File: src/adcimm_pkg.sv
// shared constants and types for the converter interrupt mask and mode block
package adcimm_pkg;

    // bus geometry
    localparam int          ADDR_W          = 32;
    localparam int          DATA_W          = 32;
    localparam int          REG_W           = 8;
    localparam int          EVT_W           = 7;
    localparam int          HTRANS_ACT_BIT  = 1;            // set for NONSEQ and SEQ
    localparam logic [2:0]  HSIZE_WORD      = 3'h2;

    // register byte addresses
    localparam logic [31:0] ADDR_IRQ_MASK   = 32'h40030004; // converter_irq_mask
    localparam logic [31:0] ADDR_MODE_CTRL  = 32'h40030008; // converter_mode_ctrl
    localparam logic [31:0] ADDR_STATUS     = 32'h40030040; // converter_status_flags, read only
    localparam logic [31:0] ADDR_STATUS_CLR = 32'h40030044; // write one to clear, reads zero

    // reset values
    localparam logic [7:0]  MASK_RST        = 8'h00;
    localparam logic [7:0]  MODE_RST        = 8'h03;
    localparam logic [7:0]  STATUS_RST      = 8'h00;

    // writable bits; reserved bits are stored as zero
    localparam logic [7:0]  MASK_WMASK      = 8'h7F;
    localparam logic [7:0]  MODE_WMASK      = 8'h2F;
    localparam logic [7:0]  STATUS_WMASK    = 8'h7F;

    // status and mask bit positions
    localparam int          BIT_CUR_RDY     = 0;            // current_result_ready
    localparam int          BIT_VOLT_RDY    = 1;            // voltage_result_ready
    localparam int          BIT_AUX_RDY     = 2;            // aux_result_ready
    localparam int          BIT_CUR_OVR     = 3;            // current_overrange
    localparam int          BIT_CUR_THR     = 4;            // current_threshold_hit
    localparam int          BIT_ACC_THR     = 5;            // current_accum_threshold_hit
    localparam int          BIT_GEN_EVT     = 6;            // general_converter_event
    localparam logic [6:0]  READY_FLAGS     = 7'h07;        // result_ready_flags

    // mode register fields
    localparam int          BIT_ALWAYS_INT  = 5;            // always_interrupt
    localparam int          MODE_SEL_MSB    = 2;            // converter_mode_select [2:0]

    // settling time of the digital filter
    localparam int          CLK_PERIOD_PS   = 8000;         // 125 MHz hclk
    localparam int          SETTLE_TIME_NS  = 20;
    localparam int          SETTLE_CYCLES   =
        (SETTLE_TIME_NS * 1000 + CLK_PERIOD_PS - 1) / CLK_PERIOD_PS;

    // converter_mode_select encodings
    typedef enum logic [2:0] {
        ADCIMM_MD_POWER_DOWN = 3'h0,
        ADCIMM_MD_CONTINUOUS = 3'h1,
        ADCIMM_MD_SINGLE     = 3'h2,
        ADCIMM_MD_IDLE       = 3'h3,
        ADCIMM_MD_CAL_OFFS   = 3'h4,
        ADCIMM_MD_CAL_GAIN   = 3'h5,
        ADCIMM_MD_CAL_SYS_Z  = 3'h6,
        ADCIMM_MD_CAL_SYS_F  = 3'h7
    } adcimm_mode_t;

endpackage

File: src/adcimm_ctrl.sv
// AHB-Lite register block: converter interrupt mask, mode control and sticky status
//
// Operation
// - mask register resets to zero, all blocked
// - mask bit gates same-position status flag
// - mask bit six gates general event
// - mask bit five gates accumulator threshold
// - mask bit four gates current threshold
// - mask bit three gates current overrange
// - mask bits two..zero gate ready flags
// - mode register resets to three
// - mode write resets converters, clears status
// - no result until filter settles again
// - always-interrupt may interrupt before settling
// - always-interrupt fires one period after start
// - mode field selects operating mode
//
// The AHB-Lite register port was chosen for this implementation.
`timescale 1ns/1ps
module adcimm_ctrl #(
    parameter int SETTLE_CYCLES = adcimm_pkg::SETTLE_CYCLES    // filter settling in hclk cycles
) (
    input  wire logic        hclk,
    input  wire logic        hresetn,
    input  wire logic        hsel,
    input  wire logic [31:0] haddr,
    input  wire logic [1:0]  htrans,
    input  wire logic        hwrite,
    input  wire logic [2:0]  hsize,
    input  wire logic [31:0] hwdata,
    input  wire logic        hready,
    output logic      [31:0] hrdata,
    output logic             hreadyout,
    output logic             hresp,
    input  wire logic [6:0]  conv_events,       // one-cycle event pulses, status layout
    input  wire logic        conv_period_tick,  // one output period after a conversion start
    output logic             conv_reset,        // one-cycle reset pulse to the converters
    output logic      [2:0]  conv_mode,         // converter_mode_select
    output logic             conv_always_int,   // always_interrupt setting
    output logic             filter_settled,    // filter settled since the last mode write
    output logic             conv_irq           // level interrupt
);

    // whole register state of the block
    typedef struct packed {
        logic [7:0]  mask;                      // converter_irq_mask
        logic [7:0]  mode;                      // converter_mode_ctrl
        logic [7:0]  status;                    // converter_status_flags
        logic        irq;                       // registered interrupt level
        logic        rst_pulse;                 // converter reset pulse
        logic        wr_pend;                   // write data phase pending
        logic [31:0] wr_addr;                   // address of the pending write
        logic [31:0] rdata;                     // read data for the data phase
        logic        ready;                     // hreadyout
        logic        resp;                      // hresp
    } adcimm_state_t;

    localparam adcimm_state_t ST_RST = '{
        mask:      adcimm_pkg::MASK_RST,
        mode:      adcimm_pkg::MODE_RST,
        status:    adcimm_pkg::STATUS_RST,
        irq:       1'b0,
        rst_pulse: 1'b0,
        wr_pend:   1'b0,
        wr_addr:   32'h00000000,
        rdata:     32'h00000000,
        ready:     1'b1,
        resp:      1'b0
    };

    adcimm_state_t st_ff;                       // registered state
    adcimm_state_t nxt_st;                      // next state
    logic          settled;                     // from the settling timer
    logic          addr_ok;                     // valid address phase this cycle
    logic          mode_wr;                     // data phase of a mode write
    logic          mask_wr;                     // data phase of a mask write
    logic          clr_wr;                      // data phase of a status clear write
    logic [7:0]    evt_set;                     // status bits to set this cycle
    logic [7:0]    evt_clr;                     // status bits software clears
    logic [7:0]    rd_val;                      // read mux result

    // settling timer: a mode write restarts the digital filter
    adcimm_settle #(
        .CYCLES (SETTLE_CYCLES)
    ) u_settle (
        .hclk    (hclk),
        .hresetn (hresetn),
        .restart (mode_wr),
        .settled (settled)
    );

    // bus decode, register writes, sticky status and read mux
    always_comb
    begin
        nxt_st           = st_ff;
        nxt_st.rst_pulse = 1'b0;
        nxt_st.ready     = 1'b1;                // zero wait states, never stalls
        nxt_st.resp      = 1'b0;                // always OKAY

        // only whole-word transfers are decoded; others act as unmapped
        addr_ok = hsel && hready && htrans[adcimm_pkg::HTRANS_ACT_BIT]
                  && (hsize == adcimm_pkg::HSIZE_WORD);

        // data-phase write strobes
        mode_wr = st_ff.wr_pend && (st_ff.wr_addr == adcimm_pkg::ADDR_MODE_CTRL);
        mask_wr = st_ff.wr_pend && (st_ff.wr_addr == adcimm_pkg::ADDR_IRQ_MASK);
        clr_wr  = st_ff.wr_pend && (st_ff.wr_addr == adcimm_pkg::ADDR_STATUS_CLR);

        // converter events; result ready only counts once the filter settled
        evt_set = {1'b0, conv_events};
        if (!settled || mode_wr)
        begin
            evt_set = evt_set & ~{1'b0, adcimm_pkg::READY_FLAGS};
        end
        // always-interrupt gives the general event even while unsettled
        if (st_ff.mode[adcimm_pkg::BIT_ALWAYS_INT] && conv_period_tick)
        begin
            evt_set[adcimm_pkg::BIT_GEN_EVT] = 1'b1;
        end
        evt_set = evt_set & adcimm_pkg::STATUS_WMASK;

        // write-one-to-clear of status
        evt_clr = clr_wr ? hwdata[7:0] : 8'h00;

        // mask register; the reserved top bit is never stored
        if (mask_wr)
        begin
            nxt_st.mask = hwdata[7:0] & adcimm_pkg::MASK_WMASK;
        end

        if (mode_wr)
        begin
            // the write resets the converters; flags of the old setup are discarded,
            // so here the clear wins over an event arriving in the same cycle
            nxt_st.mode      = hwdata[7:0] & adcimm_pkg::MODE_WMASK;
            nxt_st.rst_pulse = 1'b1;
            nxt_st.status    = adcimm_pkg::STATUS_RST;
        end
        else
        begin
            // sticky flags: a set in the clearing cycle wins
            nxt_st.status = (st_ff.status & ~evt_clr) | evt_set;
        end

        // interrupt level follows the masked flags
        nxt_st.irq = |(nxt_st.status & nxt_st.mask);

        // address phase: remember writes, prepare read data now
        nxt_st.wr_pend = addr_ok && hwrite;
        // the address is captured every cycle; only wr_pend decides whether it is used
        nxt_st.wr_addr = haddr;

        // read mux uses next values so a read right after a write sees it
        // unmapped and non-word reads return zero with an okay response
        unique case (haddr)
            adcimm_pkg::ADDR_IRQ_MASK:  rd_val = nxt_st.mask;
            adcimm_pkg::ADDR_MODE_CTRL: rd_val = nxt_st.mode;
            adcimm_pkg::ADDR_STATUS:    rd_val = nxt_st.status;
            default:                    rd_val = 8'h00;     // clear reg and unmapped
        endcase
        nxt_st.rdata = (addr_ok && !hwrite) ? {24'h000000, rd_val} : 32'h00000000;
    end

    // state register
    // one register for all state keeps the reset branch to a single constant
    always_ff @(posedge hclk or negedge hresetn)
    begin
        if (!hresetn)
            st_ff <= ST_RST;
        else
            st_ff <= nxt_st;
    end

    // outputs, all straight from flip-flops
    // ready and response are constant flops, kept so a wait state can be added later
    assign hrdata          = st_ff.rdata;
    assign hreadyout       = st_ff.ready;
    assign hresp           = st_ff.resp;
    assign conv_reset      = st_ff.rst_pulse;
    assign conv_mode       = st_ff.mode[adcimm_pkg::MODE_SEL_MSB:0];
    assign conv_always_int = st_ff.mode[adcimm_pkg::BIT_ALWAYS_INT];
    assign filter_settled  = settled;
    assign conv_irq        = st_ff.irq;
endmodule

File: src/adcimm_settle.sv
// filter settling timer, restarted by every mode register write
`timescale 1ns/1ps
module adcimm_settle #(
    parameter int CYCLES = adcimm_pkg::SETTLE_CYCLES    // settling time in hclk cycles
) (
    input  wire logic hclk,
    input  wire logic hresetn,
    input  wire logic restart,
    output logic      settled
);
    localparam int CNT_W = $clog2(CYCLES + 1);
    localparam logic [CNT_W-1:0] CNT_LOAD = CNT_W'(CYCLES);
    localparam logic [CNT_W-1:0] CNT_ONE  = CNT_W'(1);

    typedef struct packed {
        logic [CNT_W-1:0] cnt;                          // cycles left to settle
        logic             done;                         // filter settled
    } adcimm_settle_t;

    localparam adcimm_settle_t ST_RST = '{cnt: CNT_LOAD, done: 1'b0};

    adcimm_settle_t st_ff;                              // registered state
    adcimm_settle_t nxt_st;                             // next state

    // reload on restart, otherwise count down; settled only once the count is spent
    always_comb
    begin
        nxt_st = st_ff;
        if (restart)
        begin
            nxt_st.cnt  = CNT_LOAD;
            nxt_st.done = 1'b0;
        end
        else if (st_ff.cnt != '0)
        begin
            nxt_st.cnt  = st_ff.cnt - CNT_ONE;
            nxt_st.done = 1'b0;
        end
        else
        begin
            nxt_st.done = 1'b1;
        end
    end

    // state register
    always_ff @(posedge hclk or negedge hresetn)
    begin
        if (!hresetn)
            st_ff <= ST_RST;
        else
            st_ff <= nxt_st;
    end

    assign settled = st_ff.done;
endmodule

File: config.mk
export PLATFORM = sky130hd
export DESIGN_NAME = adcimm_ctrl
export DESIGN_NICKNAME = d
export VERILOG_FILES = /design/src/adcimm_pkg.sv /design/src/adcimm_ctrl.sv /design/src/adcimm_settle.sv
export SDC_FILE = /design/constraint.sdc
export NUM_CORES = 1
export LEC_CHECK = 0
export BUFFER_PORTS_ARGS = -buffer_cell sky130_fd_sc_hd__buf_2
export CORE_MARGIN = 2
export CORE_UTILIZATION = 43
export DETAILED_ROUTE_END_ITERATION = 10
export PLACE_DENSITY = 0.78
export SYNTH_ARGS = -nofsm -noshare
export SYNTH_HDL_FRONTEND = slang
export SYNTH_SLANG_ARGS = --single-unit
File: constraint.sdc
create_clock -name hclk -period 2.1 [get_ports hclk]
set_input_delay 0.315 -clock hclk [delete_from_list [all_inputs] [get_ports hclk]]
set_output_delay 0.315 -clock hclk [all_outputs]
set_load 0.02 [all_outputs]
# Yosys cells after proc, flatten, opt, wreduce, memory -nomap -nowiden
# Index checks and enable logic that the tools add are counted.
# totals
word_cells	49
output_inout_bits	41
reg_bits	70
# classes
n_reduce_logical	15
eq_ne	7
bitwise	4
n_addsub	1
mux	12
# op_table
cell	n
32-bit by 31-bit == test with 1-bit output (second input constant)	6
8-bit 2-to-1 mux	5
8-bit one-hot mux with 3 select lines	1
8-bit AND	2
1-bit logical AND	9
8-bit inverter	1
8-bit by 7-bit bitwise OR with 8-bit output	1
8-bit OR reduction	1
3-bit 2-to-1 mux	2
2-bit nonzero test	2
3-bit by 2-bit == test with 1-bit output (second input constant)	1
1-bit 2-to-1 mux	3
1-bit logical NOT	2
2-bit 2-to-1 mux	1
2-bit by 1-bit subtractor with 2-bit output (second input constant)	1
1-bit logical OR	1

# Longest topological paths before layout
# logic_depth
depth_word	9
mapped_depth	7
depth_no_buf	7

# By module
# Synthesis repeated with hierarchy kept, for this count alone.
# hier_totals
hier_cells	247
hier_area_um2	3046.7
# by_module_without_submodules
mod	area_each_um2	n_inst	cells_per_inst
adcimm_ctrl	2906.5	1	235
adcimm_settle	140.1	1	12

# Worst setup path after synthesis
# No wires, ideal clock.
# synth_timing
kind	reg-to-reg
from	register st_ff[61] (netlist name)
to	register st_ff, in the netlist hrdata[0]
arrival_time_ps	2121
stages_incl_launch_ff	8
slack_ps	-173
period_less_slack_ps	2273
setup_ps	152
required_time_ps	1948
path_cell_list	dfrtp_1 -> or4_1 -> nor2_1 -> and4b_1 -> buf_2 -> mux2_2 -> a222oi_1 -> nor2_1
# synth_lines
element	line	rtl
from (decl)	adcimm_ctrl.sv:71	adcimm_state_t st_ff;
from (signal assigned)	adcimm_ctrl.sv:171	st_ff <= nxt_st;

==> reports/qor.yml <==
outcome: "finished with violations"
violations: "negative setup slack"
worst_setup_path_end_kind: "flop"
power_leakage_nw: 1.79
num_antenna_cells: 0
setup_viol: 11
worstMarginPinSlew_ns: 0.595
rsz0062_at_grt: "yes"
hp-class: "input port to flop"
drc_errors: 0
path_class: "flop to flop"
p_switching_uw: 618
path_buf_inv: 0
cts.htree.levels: 3
ys_seq_elements: 70
path_max_fanout: 7
cp_top_family: "simple AND/OR/NAND/NOR gates"
yosysSeqAreaShare_pct: 58.5
portBuffers: 71
clock-sinks: 70
clk_latency_ns: 0.34
synth_area_sq_mm: 0.00300
final_cell_mix: "buf_2, dfrtp_1, conb_1"
initial_core_util_pct: 44.4
yosys.cell_types.count: 49
grt-ovfl-total: 0
synthToLayoutAreaGrowth_pct: 22.7
hpwl_um: 4320
ant_nets: 0
wire_per_inst_um: 14.0
clock-root-buffer: "clkbuf_8"
synth-edff-count: 0
core_area_sq_mm: 0.00676
grt_max_degree: 37
relSlewSlack_pct: 60.1
clk_pin_slew_ns: 0.08
place_congestion: 0.795
power.total_mw: 2.75
die-area_sq_mm: 0.00767
yosysTopAreaCellShare_pct: 55.0
routed_wl_um: 5830
fp.dieH_um: 87.6
async_flop_share_pct: 100
finalNetCount: 414
ioPinCount: 123
cp-start-kind: "flop"
final_common_cell: "buf_2"
place_ws_ns: -0.219
routed_via_density: 4.95
cp.arrival_ns: 2.55
antenna_found_initial: 0
syn_area_per_cell_sq_um: 12.2
skew_ns: 0.0109
fmax_mhz: 426
power_density_mw_per_mm2: 745
power_frac_clock_pct: 42.2
crit_path_cell_trace: "or4_4 -> nor4_4 -> nand4b_4 -> mux2_2 -> a222oi_1 -> nor2_1"
cts_tree: "done"
yosysWarnings: 0
grt_use_total_pct: 16.3
final.setup.worst_slack_ns: -0.246
drive_gt1_share_pct: 38.7
hold_viol: 0
row_count: 30
grt_first_pass_wirelength_um: 9370
utilization_pct: 54.5
min_period_over_period_pct: 112
dr.pass1.iters: 4
pwr-share-seq_pct: 51.1
ys.flop_type: "dfrtp_1"
p_int_mw: 2.13
syn_inst: 246
power.share.combinational_pct: 6.7
first_iter_violations: 76
die_x_um: 87.6
drv_slew: 0
max-cap-violations: 0
grt_pass1_vias: 2017
synthTopCellsByArea: "dfrtp_1, buf_4, dfstp_2"
fin_crit_ns: 2.35
cts_buffers: 9
p_sw_share_pct: 22.5
cpMaxStageDelayCell: "or4_4"
num_vias: 2061
cts_buffer_depth: 2
required_ns: 2.31
hold_ws_ns: 0.0905
yosys.area.top_type: "dfrtp_1"
max-vdd-ir-drop_mv: 0.407
slowest_delay_ns: 0.57
## cell type report
type	instances	area [sq um]
inverter	13	48.8
tap	80	100
sequential	70	1760
fill	578	3070
clock inverter	5	83.8
clock buffer	11	131
timing repair buffer	92	548
multi-input combinational	145	1010
## through the flow
| step | instances | area [sq um] | TNS (ns) |
|---|---|---|---|
| after global routing | 416 | 3680 | -2.83 |
| final | 416 | 3680 | -1.65 |
| after global placement | 397 | 3400 | -0.981 |
| after CTS | 415 | 3640 | -1.57 |
| after detailed placement | 397 | 3400 | -1.35 |
| after floorplan | 270 | 3100 | -0.395 |
## layer usage
metal  GRT usage (%)  wire [um]  vias to the layer above
met5               0          0                        -
li1                -          -                      985
met3            4.71        369                        7
met2            26.8       2880                       85
met4            7.13         89                        0
met1            20.2       2490                      984
## power by group through the flow
stage               Sequential [mW]  Clock, mW  Combinational (mW)
global placement               1.43          0               0.176
global route                   1.41       1.24               0.206
finish                         1.40       1.16               0.184
floorplan                      1.42          0               0.110
CTS                            1.40       1.20               0.182
detailed placement             1.43          0               0.179
## registers in the layout, summed over array words and instances, names as in the netlist
register          flops
st_ff                53
hrdata                8
conv_mode             3
u_settle.st_ff        2
conv_always_int       1
conv_irq              1
conv_reset            1
u_settle.settled      1
## worst paths after layout
check,startpoint,endpoint,slack (ns),cells after the start
max in group asynchronous,hresetn,conv_mode[1]$_DFF_PN1_,1.04,3
max,st_ff[59]$_DFF_PN0_,hrdata[0]$_DFF_PN0_,-0.25,6
max reg2reg,st_ff[59]$_DFF_PN0_,hrdata[0]$_DFF_PN0_,-0.25,6
min in group asynchronous,hresetn,st_ff[55]$_DFF_PN0_,0.45,2
min reg2reg,st_ff[80]$_DFF_PN0_,st_ff[80]$_DFF_PN0_,0.51,1
min,haddr[13],st_ff[47]$_DFF_PN0_,0.09,1
## Yosys cell counts (4+ instances only)
master	number
inv_1	13
a21oi_1	4
buf_4	37
a311oi_1	5
nor2_1	14
a222oi_1	5
dfstp_2	4
nand2_1	13
dfrtp_1	66
nor4_1	6
mux2_2	9
nor4b_1	7
nor2b_1	5
nor3_1	4
## cells by family (layout without fill, tap and decap cells)
family	after synthesis	in the layout	synth area share [%]
compound gates	26	26	7.00
xor+xnor	1	1	0.292
fa+ha+maj	1	1	0.417
buf+inv	55	121	11.9
flops	70	70	58.5
mux	12	12	4.54
other cells	2	26	0.250
simple gates	79	79	17.1
## what timing repair did
item	CTS	global route
hold buffers	1	0
pin swaps	4	3
endpoints found under the hold margin	17	0
setup buffers	2	2
gates resized for setup	2	7
gates cloned	0	0
endpoints found under the setup margin	8	11
No activity file was read; power rests on OpenSTA's default activity.
